### src/pfi_defs.vh
// register map, field positions and reset values of the fault interrupt block
`ifndef PFI_DEFS_VH
`define PFI_DEFS_VH

// apb address width: index 16'h4022 * 4 needs 17 bits
`define PFI_AW              17
// width of the register index carried in paddr[16:2]
`define PFI_IDX_W           15

// register indices, byte address is four times the index
`define PFI_IDX_MEM_STAT    15'h4012
`define PFI_IDX_LIN_STAT    15'h4013
`define PFI_IDX_CONV_STAT   15'h4014
`define PFI_IDX_MEM_MASK    15'h401A
`define PFI_IDX_LIN_MASK    15'h401B
`define PFI_IDX_CONV_MASK   15'h401C
// summary interrupt status, mask and raw level view
`define PFI_IDX_SUM_STAT    15'h4020
`define PFI_IDX_SUM_MASK    15'h4021
`define PFI_IDX_LEVEL       15'h4022

// field positions in the memory event registers
`define PFI_MEM_DONE_BIT    5
`define PFI_MEM_FAIL_BIT    4
// field positions in the converter event registers
`define PFI_BUCK2_OC_BIT    9
`define PFI_BUCK1_OC_BIT    8
`define PFI_BUCK_UV_MSB     3
`define PFI_BUCK_UV_LSB     0
// field positions in the regulator undervoltage registers
`define PFI_LIN_UV_MSB      9
`define PFI_LIN_UV_LSB      0

// field positions in the summary registers
`define PFI_SUM_MEM_BIT     0
`define PFI_SUM_OC_BIT      1
`define PFI_SUM_UV_BIT      2

// reset values: every mask starts set
`define PFI_MEM_MASK_RST    2'h3
`define PFI_LIN_MASK_RST    10'h3FF
`define PFI_CONV_MASK_RST   6'h3F
`define PFI_SUM_MASK_RST    3'h7

`endif

### src/pfi_edge_flag.v
// synchronised rising-edge detector feeding sticky write-one-to-clear flags
`timescale 1ns/10ps

module pfi_edge_flag #(
  parameter W = 1                 // number of event sources
) (
  input  wire         sys_clk,    // core clock
  input  wire         srst,       // synchronous reset, active high
  input  wire [W-1:0] evt_in,     // raw event levels from other domains
  input  wire [W-1:0] clr,        // one-cycle clear request per flag
  output reg  [W-1:0] flag,       // sticky event flags
  output wire [W-1:0] level       // synchronised event levels
);

  reg [W-1:0] sync1;              // first stage, read only by sync2
  reg [W-1:0] sync2;              // second stage, safe to use
  reg [W-1:0] prev;               // last synchronised level
  wire [W-1:0] rise;              // one-cycle rising-edge pulse

  assign level = sync2;
  assign rise  = sync2 & ~prev;

  // two-flop synchroniser, then a delay stage for edge detection
  always @(posedge sys_clk)
  begin
    if (srst)
    begin
      sync1 <= {W{1'b0}};
      sync2 <= {W{1'b0}};
      prev  <= {W{1'b0}};
    end
    else
    begin
      sync1 <= evt_in;
      sync2 <= sync1;
      prev  <= sync2;
    end
  end

  // sticky flags: an edge in the clearing cycle wins over the clear
  always @(posedge sys_clk)
  begin
    if (srst)
      flag <= {W{1'b0}};
    else
      flag <= rise | (flag & ~clr);
  end

endmodule // pfi_edge_flag

### src/pfi_irq_aggregator.v
// fault interrupt status, masking and primary lines behind an apb slave
//
// Contract
// - memory command done edge sets bit 5
// - memory command fail edge sets bit 4
// - buck two overcurrent edge sets bit 9
// - buck one overcurrent edge sets bit 8
// - ten regulator undervoltage flags, bits 9..0
// - four buck undervoltage flags, bits 3..0
// - status stays set until one written (summary status is cleared by a read instead)
// - mask bit one blocks flag, same position
// - every mask bit resets to one
// - status sets regardless of mask state
// - memory line: either memory flag unmasked
// - overcurrent line: either buck flag unmasked
// - undervoltage line: any of fourteen unmasked
`timescale 1ns/10ps
`include "pfi_defs.vh"

module pfi_irq_aggregator (
  input  wire                 sys_clk,
  input  wire                 srst,
  // apb slave
  input  wire                 psel,
  input  wire                 penable,
  input  wire                 pwrite,
  input  wire [`PFI_AW-1:0]   paddr,
  input  wire [31:0]          pwdata,
  input  wire [3:0]           pstrb,
  output wire                 pready,
  output reg  [31:0]          prdata,
  output wire                 pslverr,
  // event sources, asynchronous to sys_clk
  input  wire                 memory_cmd_done_evt,
  input  wire                 memory_cmd_fail_evt,
  input  wire                 buck2_overcurrent_evt,
  input  wire                 buck1_overcurrent_evt,
  input  wire [9:0]           linreg_undervolt_evt,
  input  wire [3:0]           buck_undervolt_evt,
  // primary lines and summary interrupt
  output wire                 memory_cmd_primary_irq,
  output wire                 overcurrent_primary_irq,
  output wire                 undervoltage_primary_irq,
  output wire                 summary_irq
);

  // ---------------------------------------------------------------
  // apb decode
  // ---------------------------------------------------------------

  wire [`PFI_IDX_W-1:0] idx;      // register index from the word address
  wire                  setup;    // first cycle of a transfer
  wire                  acc;      // access phase, always completes
  wire                  wr_go;    // write takes effect this edge
  wire                  rd_go;    // read completes this edge
  wire [15:0]           lane_en;  // per-bit enable from the byte strobes
  wire [15:0]           wdat;     // write data gated by the strobes

  // one select per mapped register
  wire sel_mem_stat;
  wire sel_lin_stat;
  wire sel_conv_stat;
  wire sel_mem_mask;
  wire sel_lin_mask;
  wire sel_conv_mask;
  wire sel_sum_stat;
  wire sel_sum_mask;
  wire sel_level;
  wire hit;                       // address maps to a register

  // low two address bits are ignored, every register is one word
  assign idx = paddr[`PFI_AW-1:2];

  assign sel_mem_stat  = (idx == `PFI_IDX_MEM_STAT);
  assign sel_lin_stat  = (idx == `PFI_IDX_LIN_STAT);
  assign sel_conv_stat = (idx == `PFI_IDX_CONV_STAT);
  assign sel_mem_mask  = (idx == `PFI_IDX_MEM_MASK);
  assign sel_lin_mask  = (idx == `PFI_IDX_LIN_MASK);
  assign sel_conv_mask = (idx == `PFI_IDX_CONV_MASK);
  assign sel_sum_stat  = (idx == `PFI_IDX_SUM_STAT);
  assign sel_sum_mask  = (idx == `PFI_IDX_SUM_MASK);
  assign sel_level     = (idx == `PFI_IDX_LEVEL);

  assign hit = sel_mem_stat | sel_lin_stat | sel_conv_stat |
               sel_mem_mask | sel_lin_mask | sel_conv_mask |
               sel_sum_stat | sel_sum_mask | sel_level;

  assign setup = psel & ~penable;
  assign acc   = psel & penable;

  // zero wait states: read data is already registered in setup
  assign pready  = 1'b1;
  // unmapped addresses answer with an error and are otherwise ignored
  assign pslverr = acc & ~hit;

  // only mapped registers are ever touched
  assign wr_go = acc & pwrite & hit;
  assign rd_go = acc & ~pwrite & hit;

  // only the low two lanes carry register bits
  assign lane_en = {{8{pstrb[1]}}, {8{pstrb[0]}}};
  assign wdat    = pwdata[15:0] & lane_en;

  // ---------------------------------------------------------------
  // event flags
  // ---------------------------------------------------------------

  wire [1:0] mem_flag;            // {done, fail}
  wire [9:0] lin_flag;            // regulator undervoltage flags
  wire [5:0] conv_flag;           // {buck2 oc, buck1 oc, buck uv[3:0]}
  wire [1:0] mem_lvl;             // synchronised levels, same layout
  wire [9:0] lin_lvl;
  wire [5:0] conv_lvl;
  wire [1:0] mem_clr;             // write-one-to-clear requests
  wire [9:0] lin_clr;
  wire [5:0] conv_clr;

  // a written one clears, a written zero leaves the flag alone
  assign mem_clr = {2{wr_go & sel_mem_stat}} &
                   {wdat[`PFI_MEM_DONE_BIT],
                    wdat[`PFI_MEM_FAIL_BIT]};
  assign lin_clr = {10{wr_go & sel_lin_stat}} &
                   wdat[`PFI_LIN_UV_MSB:`PFI_LIN_UV_LSB];
  assign conv_clr = {6{wr_go & sel_conv_stat}} &
                    {wdat[`PFI_BUCK2_OC_BIT],
                     wdat[`PFI_BUCK1_OC_BIT],
                     wdat[`PFI_BUCK_UV_MSB:`PFI_BUCK_UV_LSB]};

  // memory command completion and failure; the mask is not consulted
  pfi_edge_flag #(
    .W       (2)
  ) u_mem_flags (
    .sys_clk (sys_clk),
    .srst    (srst),
    .evt_in  ({memory_cmd_done_evt, memory_cmd_fail_evt}),
    .clr     (mem_clr),
    .flag    (mem_flag),
    .level   (mem_lvl)
  );

  // one flag per linear regulator
  pfi_edge_flag #(
    .W       (10)
  ) u_lin_flags (
    .sys_clk (sys_clk),
    .srst    (srst),
    .evt_in  (linreg_undervolt_evt),
    .clr     (lin_clr),
    .flag    (lin_flag),
    .level   (lin_lvl)
  );

  // converter overcurrent and undervoltage share one register
  pfi_edge_flag #(
    .W       (6)
  ) u_conv_flags (
    .sys_clk (sys_clk),
    .srst    (srst),
    .evt_in  ({buck2_overcurrent_evt, buck1_overcurrent_evt,
               buck_undervolt_evt}),
    .clr     (conv_clr),
    .flag    (conv_flag),
    .level   (conv_lvl)
  );

  // ---------------------------------------------------------------
  // mask registers
  // ---------------------------------------------------------------

  reg [1:0] mem_mask;             // {done, fail} masks
  reg [9:0] lin_mask;             // regulator undervoltage masks
  reg [5:0] conv_mask;            // converter masks, flag layout
  reg [2:0] sum_mask;             // summary interrupt masks

  // masks start set so nothing reaches a line until software opens it
  always @(posedge sys_clk)
  begin
    if (srst)
    begin
      mem_mask  <= `PFI_MEM_MASK_RST;
      lin_mask  <= `PFI_LIN_MASK_RST;
      conv_mask <= `PFI_CONV_MASK_RST;
      sum_mask  <= `PFI_SUM_MASK_RST;
    end
    else if (wr_go)
    begin
      // bits whose byte lane is not strobed keep their value
      if (sel_mem_mask)
      begin
        if (lane_en[`PFI_MEM_DONE_BIT])
          mem_mask[1] <= pwdata[`PFI_MEM_DONE_BIT];
        if (lane_en[`PFI_MEM_FAIL_BIT])
          mem_mask[0] <= pwdata[`PFI_MEM_FAIL_BIT];
      end
      if (sel_lin_mask)
      begin
        if (lane_en[8])
          lin_mask[9:8] <= pwdata[9:8];
        if (lane_en[0])
          lin_mask[7:0] <= pwdata[7:0];
      end
      if (sel_conv_mask)
      begin
        if (lane_en[`PFI_BUCK2_OC_BIT])
          conv_mask[5:4] <= {pwdata[`PFI_BUCK2_OC_BIT],
                             pwdata[`PFI_BUCK1_OC_BIT]};
        if (lane_en[`PFI_BUCK_UV_LSB])
          conv_mask[3:0] <=
            pwdata[`PFI_BUCK_UV_MSB:`PFI_BUCK_UV_LSB];
      end
      if (sel_sum_mask && lane_en[0])
        sum_mask <= pwdata[2:0];
    end
  end

  // ---------------------------------------------------------------
  // primary lines
  // ---------------------------------------------------------------

  wire [1:0] mem_live;            // flags both set and unmasked
  wire [9:0] lin_live;
  wire [5:0] conv_live;

  // a set mask bit blocks its flag at the same position
  assign mem_live  = mem_flag & ~mem_mask;
  assign lin_live  = lin_flag & ~lin_mask;
  assign conv_live = conv_flag & ~conv_mask;

  // pure or of live flags, so a clear or a mask drops the line
  // in the same cycle; no extra state to fall out of step
  assign memory_cmd_primary_irq   = |mem_live;
  assign overcurrent_primary_irq  = |conv_live[5:4];
  assign undervoltage_primary_irq = |lin_live |
                                    |conv_live[3:0];

  // ---------------------------------------------------------------
  // summary interrupt: sticky rise of each primary line
  // ---------------------------------------------------------------

  wire [2:0] prim;                // current primary lines
  reg  [2:0] prim_q;              // primary lines one cycle ago
  reg  [2:0] sum_flag;            // sticky summary status
  wire [2:0] sum_clr;             // bits cleared by a completed read

  assign prim = {undervoltage_primary_irq, overcurrent_primary_irq,
                 memory_cmd_primary_irq};

  // only bits actually returned to software are cleared, so a rise
  // between setup and access is not lost
  assign sum_clr = {3{rd_go & sel_sum_stat}} & prdata[2:0];

  // summary status: new rises win over the read clear
  always @(posedge sys_clk)
  begin
    if (srst)
    begin
      prim_q   <= 3'h0;
      sum_flag <= 3'h0;
    end
    else
    begin
      prim_q   <= prim;
      sum_flag <= (prim & ~prim_q) | (sum_flag & ~sum_clr);
    end
  end

  assign summary_irq = |(sum_flag & ~sum_mask);

  // ---------------------------------------------------------------
  // read path
  // ---------------------------------------------------------------

  reg [15:0] rd_mux;              // selected register, reserved bits 0

  // register views; unused positions read as zero
  always @*
  begin
    rd_mux = 16'h0000;
    if (sel_mem_stat)
    begin
      rd_mux[`PFI_MEM_DONE_BIT] = mem_flag[1];
      rd_mux[`PFI_MEM_FAIL_BIT] = mem_flag[0];
    end
    else if (sel_lin_stat)
      rd_mux[`PFI_LIN_UV_MSB:`PFI_LIN_UV_LSB] = lin_flag;
    else if (sel_conv_stat)
    begin
      rd_mux[`PFI_BUCK2_OC_BIT] = conv_flag[5];
      rd_mux[`PFI_BUCK1_OC_BIT] = conv_flag[4];
      rd_mux[`PFI_BUCK_UV_MSB:`PFI_BUCK_UV_LSB] = conv_flag[3:0];
    end
    else if (sel_mem_mask)
    begin
      rd_mux[`PFI_MEM_DONE_BIT] = mem_mask[1];
      rd_mux[`PFI_MEM_FAIL_BIT] = mem_mask[0];
    end
    else if (sel_lin_mask)
      rd_mux[`PFI_LIN_UV_MSB:`PFI_LIN_UV_LSB] = lin_mask;
    else if (sel_conv_mask)
    begin
      rd_mux[`PFI_BUCK2_OC_BIT] = conv_mask[5];
      rd_mux[`PFI_BUCK1_OC_BIT] = conv_mask[4];
      rd_mux[`PFI_BUCK_UV_MSB:`PFI_BUCK_UV_LSB] = conv_mask[3:0];
    end
    else if (sel_sum_stat)
      rd_mux[2:0] = sum_flag;
    else if (sel_sum_mask)
      rd_mux[2:0] = sum_mask;
    else if (sel_level)
      // raw synchronised levels: memory in 15:14, converters in 13:8
      // in flag layout, regulators one to eight in 7:0; the last two
      // regulators do not fit in the sixteen-bit view
      rd_mux = {mem_lvl, conv_lvl, lin_lvl[7:0]};
  end

  // read data captured in setup; held until the next setup so the
  // summary clear can use exactly what software saw
  always @(posedge sys_clk)
  begin
    if (srst)
      prdata <= 32'h00000000;
    else if (setup)
    begin
      if (pwrite)
        prdata <= 32'h00000000;
      else
        prdata <= {16'h0000, rd_mux};
    end
  end

endmodule // pfi_irq_aggregator

### config.mk
export PLATFORM = sky130hd
export DESIGN_NAME = pfi_irq_aggregator
export DESIGN_NICKNAME = d
export VERILOG_FILES = /design/src/pfi_edge_flag.v /design/src/pfi_irq_aggregator.v
export VERILOG_INCLUDE_DIRS = /design/src
export SDC_FILE = /design/constraint.sdc
export NUM_CORES = 1
export LEC_CHECK = 0
export ABC_AREA = 1
export BUFFER_PORTS_ARGS = -buffer_cell sky130_fd_sc_hd__buf_2
export CAP_MARGIN = 40
export CORE_AREA = 2 2 118 97
export DETAILED_ROUTE_END_ITERATION = 7
export DIE_AREA = 0 0 120 99
export GPL_TIMING_DRIVEN = 0
export HOLD_SLACK_MARGIN = 0.03
export PLACE_DENSITY = 0.73
export RECOVER_POWER = 100
export SLEW_MARGIN = 15
export SYNTH_ARGS = -nofsm -noshare
export SYNTH_HDL_FRONTEND = slang
export SYNTH_SLANG_ARGS = --single-unit
export TNS_END_PERCENT = 5
### constraint.sdc
create_clock -name sys_clk -period 2.8 [get_ports sys_clk]
set_clock_uncertainty 0.15 [all_clocks]
set_input_delay 0.42 -clock sys_clk [delete_from_list [all_inputs] [get_ports sys_clk]]
set_output_delay 0.42 -clock sys_clk [all_outputs]
set_load 0.01 [all_outputs]
# Word level (Yosys, flattened, before mapping)
# Cells that the tools add are included.
# Widths: inputs -> output; s select.
[word_totals]
reg_bits = 131
latch_bits = 0
mem_bits_rw = 0
rom_bits = 0
input_bits = 76
out_inout_bits = 38
word_cells = 136
memories = 0
[op_classes]
n_addsub = 0
n_mul = 0
div_mod_pow = 0
magnitude_cmp = 0
eq_ne = 9
n_shift = 0
mux = 38
n_bitwise = 56
reduce_logical = 12
[op_table]
columns = ["cell", "n"]
rows = [
  ["$mux 16", 10],
  ["$eq 15x15->1 const B", 9],
  ["$mux 13", 8],
  ["$and 10x10->10", 5],
  ["$mux 10", 4],
  ["$not 10->10", 3],
  ["$and 6x6->6", 4],
  ["$mux 4", 6],
  ["$mux 6", 4],
  ["$not 6->6", 3],
  ["$reduce_and 3->1", 5],
  ["$and 3x3->3", 4],
  ["$and 1x1->1", 11],
  ["$or 10x10->10", 1],
  ["$reduce_or 10->1", 1],
  ["$not 3->3", 3],
  ["$or 1x1->1", 9],
  ["$and 2x2->2", 4],
  ["$mux 2", 4],
  ["$mux 3", 2],
  ["$not 2->2", 3],
  ["$or 6x6->6", 1],
  ["$reduce_or 2->1", 2],
  ["$reduce_or 4->1", 1],
  ["6 further kinds", 8],
]

# Depth between registers and ports, before layout
# Gate-level depths: netlist (run 1).
[depth]
depth_word = 25
ltp_mapped = 14
depth_no_buf = 13

# Cells and area by module
# A second synthesis (run 1) with hierarchy kept.
[hier_totals]
hier_cells = 733
hier_area_um2 = 5257.5
[by_module_without_submodules]
columns = ["module", "instances", "cells_per_inst", "area_each_um2", "seq_area_each_um2"]
rows = [
  ["pfi_irq_aggregator", 1, 452, 2902.8, 860.8],
  ["pfi_edge_flag at u_lin_flags", 1, 156, 1267.5, 800.8],
  ["pfi_edge_flag at u_conv_flags", 1, 94, 835.8, 480.5],
  ["pfi_edge_flag at u_mem_flags", 1, 31, 251.5, 160.2],
]

# Least setup slack after synthesis (run 1)
# No wires, ideal clock.
[synth_timing]
path_type = "input to output"
startpoint = "input port paddr[6]"
endpoint = "output port pslverr"
arrival_ns = 1.431
required_ns = 2.230
path_slack_ns = 0.799
stages = 10
path_buffers = 1
cell_sequence = "inv_1 -> nor2_2 -> nand2_2 -> nor2_4 -> nand3_1 -> nand3_2 -> nor2_2 -> nand3_2 -> buf_8 -> nor2_1"
[synth_between]
elab_chain_cells = 11
elab_cells_between_ends = 19
cone_classes = "eq/ne: 9; bitwise: 10"
[synth_rtl]
columns = ["item", "line", "rtl"]
rows = [
  ["start: declaration", "pfi_irq_aggregator.v:27", "input wire [`PFI_AW-1:0] paddr,"],
  ["$eq 15x15->1 (no source line)", "--", ""],
  ["$or 1x1->1 (3 in a row)", "pfi_irq_aggregator.v:84", "assign hit = sel_mem_stat | sel_lin_stat | sel_conv_stat |"],
  ["$or 1x1->1 (3 in a row)", "pfi_irq_aggregator.v:85", "sel_mem_mask | sel_lin_mask | sel_conv_mask |"],
  ["$or 1x1->1", "pfi_irq_aggregator.v:86", "sel_sum_stat | sel_sum_mask | sel_level;"],
  ["$or 1x1->1 *", "pfi_irq_aggregator.v:86", ""],
  ["$not 1->1 *", "pfi_irq_aggregator.v:94", "assign pslverr = acc & ~hit;"],
  ["$and 1x1->1 *", "pfi_irq_aggregator.v:94", ""],
  ["end: declaration", "pfi_irq_aggregator.v:32", "output wire pslverr,"],
]
# Every way passes the cells marked *; elsewhere a longest branch is shown, timed or not.

# Worst setup path in the final report (run 1)
[layout_timing]
startpoint = "input port paddr[5]"
endpoint = "output port pslverr"
# Same word-level chain as after synthesis.

==> results of run 1 <==
==> routing by layer <==
metal	up-vias	GRT usage [%]	routed length, um
li1	2460	-	-
met3	34	6.60	1250
met4	0	9.23	353
met1	2165	30.1	5970
met2	230	39.0	6130
met5	-	0	0
==> flip-flops by register name, indices dropped and copies added, names as in the netlist, 3 cells and up <==
register,cells
lin_mask,10
u_lin_flags.level,10
u_lin_flags.sync1,10
sum_flag,3
u_conv_flags.level,6
sum_mask,3
u_lin_flags.prev,10
u_conv_flags.flag,6
u_lin_flags.flag,10
prdata,16
prim_q,3
u_conv_flags.sync1,6
conv_mask,6
u_conv_flags.prev,6
==> synth_stat cells <==
master,number
nand4_4,2
o21ai_0,9
a211oi_1,1
a21oi_1,17
nand4_1,24
nand3_1,75
o22ai_1,12
nor2_4,5
clkinv_1,2
buf_2,2
buf_1,1
inv_2,7
nor2_1,104
buf_4,18
and2_1,1
nand3_2,5
buf_6,2
o2111ai_1,1
nand2_2,3
dfxtp_1,115
o211ai_1,1
nor3_2,1
clkbuf_1,15
a22o_1,1
o21bai_1,6
nand3b_1,3
buf_8,1
conb_1,2
inv_1,135
nor3_1,6
o21bai_2,8
nor4_1,2
nor2_2,5
nand4_2,2
nand2_1,140
==> worst min path at each step <==
stage	from	endpoint	slack, ns	depth (start not counted)
2_1_floorplan	u_conv_flags.sync1[0]$_SDFF_PP0_	u_conv_flags.level[0]$_SDFF_PP0_	0.24	2
6_report	buck_undervolt_evt[2]	u_conv_flags.sync1[2]$_SDFF_PP0_	0.05	3
3_5_place_dp	u_conv_flags.sync1[0]$_SDFF_PP0_	u_conv_flags.level[0]$_SDFF_PP0_	0.24	2
4_1_cts	buck_undervolt_evt[0]	u_conv_flags.sync1[0]$_SDFF_PP0_	0.05	3
5_1_grt	linreg_undervolt_evt[9]	u_lin_flags.sync1[9]$_SDFF_PP0_	0.06	3
3_3_place_gp	u_lin_flags.sync1[6]$_SDFF_PP0_	u_lin_flags.level[6]$_SDFF_PP0_	0.24	2
==> critical path: cells and delay by family <==
kind | cells | cell delay [ns]
buf+inv | 3 | 0.40
simple gates | 6 | 1.10
==> cell type report <==
class | instances | area [um2] | share of cell area (%)
Tap cell | 144 | 180 | 2.88
Timing Repair Buffer | 68 | 307 | 4.90
Clock buffer | 17 | 425 | 6.80
Multi-Input combinational cell | 451 | 2110 | 33.7
Sequential cell | 115 | 2300 | 36.8
Buffer | 39 | 243 | 3.88
Clock inverter | 15 | 148 | 2.36
Inverter | 144 | 541 | 8.64
==> cells by family (layout without fill, tap and decap cells) <==
| kind of cell | after synthesis | after routing | synth area share [%] |
|---|---|---|---|
| AOI/OAI and AO/OA | 56 | 56 | 7.15 |
| and+or+nand+nor | 378 | 378 | 33.5 |
| buffers and inverters | 183 | 283 | 15.0 |
| DFF | 115 | 115 | 44.2 |
| other | 2 | 17 | 0.144 |
==> placed cells by master (no fill, tap or decap), drive strengths merged <==
cell / n
nand3: 80
o22ai: 12
conb: 17
clkinvlp: 2
o211ai: 1
nor4: 2
buf: 65
a211oi: 1
a21oi: 17
nand4: 28
and2: 1
o2111ai: 1
clkbuf: 59
a22o: 1
nand3b: 3
bufinv: 1
inv: 149
dfxtp: 115
o21ai: 9
nor2: 114
clkinv: 7
nand2: 143
nor3: 7
o21bai: 14
==> power groups by stage <==
stage	Combinational [uW]	Clock (uW)	Sequential, uW
after floorplan	145	0	1730
after global placement	225	0	1740
after detailed placement	228	0	1740
after CTS	231	2090	1700
after global routing	256	2180	1710
final	227	2070	1700
==> per-stage QoR <==
stage	instances	power (uW)	setup WS (ns)	util (%)
after floorplan	749	1880	0.799	-
after global placement	961	1960	0.361	54.2
after detailed placement	961	1970	0.353	54.2
after CTS	993	4020	0.360	59.6
after global routing	993	4140	0.156	58.6
final	993	4000	0.293	58.6
==> metrics.cfg, run 1 <==
[run_status]
status=finished, final reports clean

[clock_network]
numCtsBuffers=17
cts_tree=built
clk_latency_ns=0.41
clkTransAtPathRegs_ns=0.06
ctsHoldBuffers=0
htreeDepth=4
cts_buffer_depth=2
post_cts_buffers=0
cts_root_buf=clkbuf_16
cts.repair.resized=0
clkSinkCount=115

[timing]
min_period_over_period_pct=89.5
finalMaxSlewViolations=0
finalHoldViolations=0
setup_tns_ns=0
max_freq_mhz=399
fin_crit_ns=2.51
maxSlewHeadroom_pct=51.0
grt_setup_unrepaired=no
tightest_slew_ns=0.730
final-setup-viol-count=0
holdWs_ns=0.0534

[floorplan]
fp.dieArea_um2=11900
ios=114
die_h_um=99
dieWidth_um=120
rows=34
core_area_um2=10700
start_util_pct=48.8

[detailed_routing]
drt_iter0_drc=503
ant_nets=0
wl_per_cell_um=13.8
num_vias=4889
routed_via_density=4.92
drcViolationCount=0
wl_um=13700
drt-pass1-iter-count=5

[worst_setup_path]
cp_data_arrival_time_ns=1.94
cp_data_required_time_ns=2.23
cp-start-kind=input port
critical_path_class=input port to primary output
reg2reg_slack_ns=1.09
crit_fanout=10
cp-startpoint=paddr[5]
crit_chain=clkbuf_1 > nor2_1 > nand3_1 > nand3_2 > nor2_1 > nand3_2 > buf_8 > nor2_1 > clkbuf_1
cp_common_cell=nor2_1
slowest_delay_ns=0.45
reg2reg_from=lin_mask[3]$_SDFFE_PP1P_
cp-endpoint=pslverr
timing.rr.end=sum_flag[2]$_SDFF_PP0_
critPathCaptureType=primary output
ff2ff_path_depth=7
slowest_stage=nor2_1

[grt]
track_usage_pct=23.9
globalRouteOverflowTotal=0
grt_pass1_wl_um=22000
grt_pass1_vias=4571
antenna_found_initial=0
grt_max_degree=17

[logic_synthesis]
synth_top_cells_by_area=dfxtp_1 44%, nand2_1 10%, inv_1 9.7%
synth_top_area_share_pct=44.2
netlist_area_um2=5210
ys_ff_latch=115
synth_cells=734
ys_seq_area_share_pct=44.2
avgSynthCellArea_um2=7.10
yosys_warnings=0
yosysTopAreaCell=dfxtp_1
synth.distinct_cells=35

[layout]
drive_above_1_share_pct=14.5
finalNetCount=912
antenna_cells=0
nFillCells=1021
fin_area_um2=6250
area_growth_pct=20.0

[min_path]
hp-class=input port to flop

[power_and_ir_drop]
p_clk_share_pct=51.7
p_sw_share_pct=24.8
power.switching_uw=992
peakVddDrop_mv=0.486
total_leakage_power_uw=0.00303
intPower_uw=3010
pwr-share-seq_pct=42.6
pwr_density_cell_nw_per_um2=639
power_frac_comb_pct=5.7

[run]
max-cap-violations=0

[placement]
port_buffers=68
gp_congestion=0.977
dp_hpwl_um=10300
placed_cell_area_um2=5790

Note: power is estimated with default switching activity, not from simulation.
==> inputs of run 2 (changes only) <==
CORE_AREA = 2 2 115 95   (was 2 2 118 97)
DIE_AREA = 0 0 117 97   (was 0 0 120 99)
PLACE_DENSITY = 0.76   (was 0.73)
==> run 2 against run 1 <==
  * Clock-buffer cell count grew 4
  * Cell count shrank 0.40%
  * Global-route usage grew 4.4 points
  * Sequential power is essentially flat
  * Sequential share of layout area shrank 0.11 points
  * Highest routed layer unchanged
==> metrics.cfg, run 2 (synthesis results as in run 1) <==
[layout]
multi_input_area_um2=2120  ; was 2110 um2
area_growth_pct=20.4  ; was 20.0%
postLayoutCoreUtil_pct=62.0  ; was 58.6%
register_area_um2=2300  ; unchanged
finalNetCount=912  ; unchanged
layout_commonest_cell=nand2_1  ; unchanged
largest_register_ffs=16  ; unchanged
final_cell_mix=140 x nand2_1, 136 x inv_1, 115 x dfxtp_1, 108 x nor2_1, 77 x nand3_1  ; was 140 x nand2_1, 136 x inv_1, 115 x dfxtp_1, 109 x nor2_1, 76 x nand3_1
fin_area_um2=6270  ; was 6250 um2
nFillCells=951  ; was 1021
finalNonFillerCells=989  ; was 993
antenna_cells=0  ; unchanged
drive_above_1_share_pct=14.6  ; was 14.5%
largest-register=prdata  ; unchanged

[worst_setup_path]
crit_chain=clkbuf_1 > nor2_1 > nand2_1 > nor2_1 > buf_6 > nand3_1 > nand3_1 > nor2_1 > nand3_2 > buf_8 > nor2_1 > clkbuf_1  ; was clkbuf_1 > nor2_1 > nand3_1 > nand3_2 > nor2_1 > nand3_2 > buf_8 > nor2_1 > clkbuf_1
cp.buffers_inverters=4  ; was 3
path_delay_family=simple AND/OR/NAND/NOR gates  ; unchanged
slowest_stage=nor2_1  ; unchanged
crit_fanout=10  ; unchanged
cp_data_required_time_ns=2.23  ; about the same
critical_path_class=input port to primary output  ; unchanged
reg2reg_slack_ns=1.01  ; was 1.09 ns
critPathCaptureType=primary output  ; unchanged
cp_common_cell=nor2_1  ; unchanged
cp-start-kind=input port  ; unchanged
cp_data_arrival_time_ns=1.97  ; was 1.94 ns
slowest_delay_ns=0.33  ; was 0.45 ns

[grt]
grt_max_degree=17  ; unchanged
grt_pass1_wl_um=23800  ; was 22000 um
grt_pass1_vias=4698  ; was 4571
antenna_found_initial=0  ; unchanged
track_usage_pct=28.3  ; was 23.9%
globalRouteOverflowTotal=0  ; unchanged

[floorplan]
dieWidth_um=117  ; was 120 um
die_h_um=97  ; was 99 um
start_util_pct=51.5  ; was 48.8%
fp.dieArea_um2=11300  ; was 11900 um2
ios=114  ; unchanged
rows=33  ; was 34
core_area_um2=10100  ; was 10700 um2

[placement]
gp_congestion=0.894  ; was 0.977
port_buffers=68  ; unchanged
placed_cell_area_um2=5780  ; was 5790 um2
dp_hpwl_um=12000  ; was 10300 um
dp.cells=957  ; was 961
dp_slack_ns=0.377  ; was 0.353 ns

[power_and_ir_drop]
total_leakage_power_uw=0.00303  ; about the same
peakVddDrop_mv=0.506  ; was 0.486 mV
pwr_density_cell_nw_per_um2=651  ; was 639 nW/um2

[detailed_routing]
wl_per_cell_um=15.5  ; was 13.8 um
drcViolationCount=0  ; unchanged
drt-pass1-iter-count=5  ; unchanged
wl_um=15300  ; was 13700 um
drt_iter0_drc=297  ; was 503
routed_via_density=5.00  ; was 4.92
num_vias=4949  ; was 4889
ant_nets=0  ; unchanged

[clock_network]
htreeDepth=4  ; unchanged
clkSinkCount=115  ; unchanged
post_cts_buffers=0  ; unchanged
cts_buffer_depth=2  ; unchanged
cts.repair.resized=0  ; unchanged
clkTransAtPathRegs_ns=0.05  ; was 0.06 ns
cts_root_buf=clkbuf_16  ; unchanged
clk_latency_ns=0.42  ; was 0.41 ns
ctsHoldBuffers=0  ; unchanged
cts_tree=built  ; unchanged
numCtsBuffers=17  ; unchanged

[timing]
fin_crit_ns=2.54  ; was 2.51 ns
maxSlewHeadroom_pct=54.0  ; was 51.0%
min_period_over_period_pct=90.8  ; was 89.5%
finalMaxSlewViolations=0  ; unchanged
final-setup-viol-count=0  ; unchanged
fin_ws_ns=0.256  ; was 0.293 ns
setup_tns_ns=0  ; unchanged
max_freq_mhz=393  ; was 399 MHz
tightest_slew_ns=0.687  ; was 0.730 ns
grt_setup_unrepaired=no  ; unchanged
finalHoldViolations=0  ; unchanged

[run_status]
status=finished, final reports clean  ; unchanged

[min_path]
hp-class=input port to flop  ; unchanged

[run]
max-cap-violations=0  ; unchanged

run 2: final timing paths:
kind / startpoint / end / depth (start not counted)
worst max-delay path: paddr[13] / pslverr / 12
worst min-delay path: linreg_undervolt_evt[6] / u_lin_flags.sync1[6]$_SDFF_PP0_ / 3
worst max register to register: lin_mask[4]$_SDFFE_PP1P_ / prim_q[2]$_SDFF_PP0_ / 5
worst min register to register: u_mem_flags.sync1[1]$_SDFF_PP0_ / u_mem_flags.level[1]$_SDFF_PP0_ / 2
run 2: through the flow:
step | hold WS [ns] | total power, uW
3_3_place_gp | 0.239 | 1970
5_1_grt | 0.0558 | 4220
4_1_cts | 0.0432 | 4100
2_1_floorplan | 0.238 | 1880
3_5_place_dp | 0.243 | 1970
6_report | 0.0509 | 4080
run 2: final cells by class:
type / count / area share [%]
Buffer: 39 / 3.87
Clock inverter: 11 / 2.01
Multi-Input combinational cell: 451 / 33.7
Timing Repair Buffer: 68 / 4.93
Clock buffer: 21 / 7.34
Sequential cell: 115 / 36.7
Tap cell: 140 / 2.79
Inverter: 144 / 8.62
run 2: report_power, final:
group | leakage, uW | total [uW] | switching, uW | internal (uW)
logic | 0.00182 | 236 | 156 | 80.6
clock network | 0.000277 | 2140 | 783 | 1360
registers | 0.000939 | 1710 | 21.2 | 1680
run 2: worst min-delay path: stages:
cell	delay, ns
buf_2	0.07
inv_1	0.03
nor2_1	0.06
run 2: metal layers:
metal / part of all wire, % / vias to the layer above / global-route usage, %
met5: 0 / - / 0
met2: 45 / 221 / 45.5
met3: 7.5 / 34 / 7.58
li1: - / 2454 / -
met1: 44 / 2240 / 35.6
met4: 3.1 / 0 / 11.8
==> inputs of run 3 (changes only) <==
PLACE_DENSITY = 0.88   (was 0.76)
==> run 3 against run 2 <==
  * The flow now finishes with violations (DRC)
  * Critical path depth stayed put
  * Flip-flop and latch count stayed put
  * Global-route usage is 3.2 points lower
  * Sequential share of layout area is 0.088 points lower
  * Worst hold slack worse by 0.0060 ns
  * Clock-buffer cell count is 4 lower
  * Power is 0.32% lower
  * Critical endpoint unchanged
  * Largest cell class unchanged
==> metrics.cfg, run 3 (synthesis results as in run 1) <==
[run_status]
status=finished, violations left  ; was finished, final reports clean
violations=DRC

[placement]
port_buffers=68  ; unchanged
dp_hpwl_um=10100  ; was 12000 um
placed_cell_area_um2=5780  ; unchanged
gp_congestion=1.00  ; was 0.894

[floorplan]
dieWidth_um=117  ; unchanged
ios=114  ; unchanged
rows=33  ; unchanged
core_area_um2=10100  ; unchanged
fp.dieArea_um2=11300  ; unchanged
die_h_um=97  ; unchanged
start_util_pct=51.5  ; unchanged

[layout]
finalNetCount=912  ; unchanged
final_cell_mix=141 x nand2_1, 135 x inv_1, 115 x dfxtp_1, 107 x nor2_1, 75 x nand3_1  ; was 140 x nand2_1, 136 x inv_1, 115 x dfxtp_1, 108 x nor2_1, 77 x nand3_1
drive_above_1_share_pct=15.3  ; was 14.6%
layout_commonest_cell=nand2_1  ; unchanged
largest_register_ffs=16  ; unchanged
antenna_cells=0  ; unchanged
largest-register=prdata  ; unchanged
nFillCells=893  ; was 951
fin_area_um2=6290  ; was 6270 um2
area_growth_pct=20.6  ; was 20.4%
register_area_um2=2300  ; unchanged
postLayoutCoreUtil_pct=62.2  ; was 62.0%
multi_input_area_um2=2130  ; was 2120 um2

[grt]
grt_pass1_vias=4624  ; was 4698
antenna_found_initial=0  ; unchanged
globalRouteOverflowTotal=0  ; unchanged
grt_pass1_wl_um=21900  ; was 23800 um
grt_max_degree=17  ; unchanged
track_usage_pct=25.0  ; was 28.3%

[power_and_ir_drop]
p_clk_share_pct=52.5  ; about the same
total_leakage_power_uw=0.00305  ; was 0.00303 uW
peakVddDrop_mv=0.611  ; was 0.506 mV
pwr-share-seq_pct=41.8  ; about the same
intPower_uw=3030  ; was 3120 uW
power_uw=4070  ; was 4080 uW
power.switching_uw=1040  ; was 960 uW
p_sw_share_pct=25.6  ; was 23.5%
pwr_density_cell_nw_per_um2=647  ; was 651 nW/um2
power_frac_comb_pct=5.6  ; was 5.8%

[run]
max-cap-violations=0  ; unchanged

[min_path]
holdPathEnd=u_lin_flags.sync1[7]$_SDFF_PP0_  ; was u_lin_flags.sync1[6]$_SDFF_PP0_
hold_start=linreg_undervolt_evt[7]  ; was linreg_undervolt_evt[6]
hold_depth=3  ; unchanged
hp-class=input port to flop  ; unchanged

[worst_setup_path]
slowest_stage=nand3_1  ; was nor2_1
timing.rr.end=sum_flag[2]$_SDFF_PP0_  ; was prim_q[2]$_SDFF_PP0_
crit_fanout=10  ; unchanged
cp.buffers_inverters=4  ; unchanged
crit_chain=buf_2 > inv_1 > nor2_2 > nand2_1 > nor2_4 > nand3_1 > nand3_2 > nor2_1 > nand3_2 > buf_8 > nor2_1 > clkbuf_1  ; was clkbuf_1 > nor2_1 > nand2_1 > nor2_1 > buf_6 > nand3_1 > nand3_1 > nor2_1 > nand3_2 > buf_8 > nor2_1 > clkbuf_1
cp-start-kind=input port  ; unchanged
cp_data_arrival_time_ns=2.01  ; was 1.97 ns
path_delay_family=simple AND/OR/NAND/NOR gates  ; unchanged
reg2reg_slack_ns=1.21  ; was 1.01 ns
ff2ff_path_depth=7  ; was 5
critical_path_class=input port to primary output  ; unchanged
slowest_delay_ns=0.23  ; was 0.33 ns
reg2reg_from=lin_mask[3]$_SDFFE_PP1P_  ; was lin_mask[4]$_SDFFE_PP1P_
critPathCaptureType=primary output  ; unchanged
cp_data_required_time_ns=2.23  ; about the same

[clock_network]
post_cts_buffers=0  ; unchanged
htreeDepth=4  ; unchanged
cts_root_buf=clkbuf_16  ; unchanged
numCtsBuffers=17  ; unchanged
ctsHoldBuffers=0  ; unchanged
cts_tree=built  ; unchanged
cts.repair.resized=0  ; unchanged
clkSinkCount=115  ; unchanged
clkTransAtPathRegs_ns=0.06  ; was 0.05 ns
cts_buffer_depth=2  ; unchanged
clk_latency_ns=0.42  ; about the same

[timing]
grt_setup_unrepaired=no  ; unchanged
final-setup-viol-count=0  ; unchanged
tightest_slew_ns=0.656  ; was 0.687 ns
fin_crit_ns=2.58  ; was 2.54 ns
finalMaxSlewViolations=0  ; unchanged
min_period_over_period_pct=92.1  ; was 90.8%
maxSlewHeadroom_pct=55.9  ; was 54.0%
max_freq_mhz=388  ; was 393 MHz
setup_tns_ns=0  ; unchanged
finalHoldViolations=0  ; unchanged
holdWs_ns=0.0449  ; was 0.0509 ns

[detailed_routing]
routed_via_density=5.01  ; was 5.00
ant_nets=0  ; unchanged
drt_iter0_drc=543  ; was 297
drt-pass1-iter-count=8  ; was 5
num_vias=4959  ; was 4949
drcViolationCount=8  ; was 0
wl_um=13700  ; was 15300 um
wl_per_cell_um=13.8  ; was 15.5 um

run 3: worst max path at each step:
stage | startpoint | endpoint | slack, ns | cells after the start
after CTS | paddr[9] | pslverr | 0.35 | 11
final | paddr[6] | pslverr | 0.22 | 12
after global routing | paddr[6] | pslverr | 0.15 | 12
after floorplan | paddr[6] | pslverr | 0.80 | 10
after global placement | paddr[9] | pslverr | 0.39 | 11
after detailed placement | paddr[9] | pslverr | 0.36 | 11
run 3: cell type report:
type / count / share of cell area (%)
tap: 140 / 2.79
inverter: 144 / 8.60
clock inverter: 15 / 2.55
clock buffer: 17 / 6.76
buffer: 39 / 3.86
sequential: 115 / 36.6
timing repair buffer: 68 / 4.93
multi-input combinational: 451 / 33.9
run 3: power by group through the flow:
| stage | clock network (uW) | registers, uW | logic (uW) |
|---|---|---|---|
| 6_report | 2140 | 1700 | 229 |
| 5_1_grt | 2220 | 1710 | 258 |
| 4_1_cts | 2140 | 1700 | 229 |
| 3_5_place_dp | 0 | 1740 | 225 |
| 3_3_place_gp | 0 | 1740 | 222 |
| 2_1_floorplan | 0 | 1730 | 145 |
run 3: metal layers:
| layer | up-vias | global-route usage (%) | wire length [um] |
|---|---|---|---|
| met4 | 0 | 10.0 | 445 |
| met1 | 2180 | 31.1 | 5490 |
| met2 | 265 | 39.8 | 6360 |
| met3 | 49 | 8.27 | 1400 |
| met5 | - | 0 | 0 |
| li1 | 2465 | - | - |
run 3: worst reg2reg max path, stage by stage (launching register included):
cell	delay, ns
dfxtp_1	0.33
inv_1	0.07
nand2_1	0.06
o21ai_0	0.07
nor4_1	0.30
o2111ai_1	0.28
nand2_1	0.12
a21oi_1	0.07
run 3: stage by stage:
step | instances | worst slack [ns]
after global placement | 957 | 0.386
final | 989 | 0.223
after floorplan | 749 | 0.799
after CTS | 989 | 0.346
after detailed placement | 957 | 0.357
after global routing | 989 | 0.148
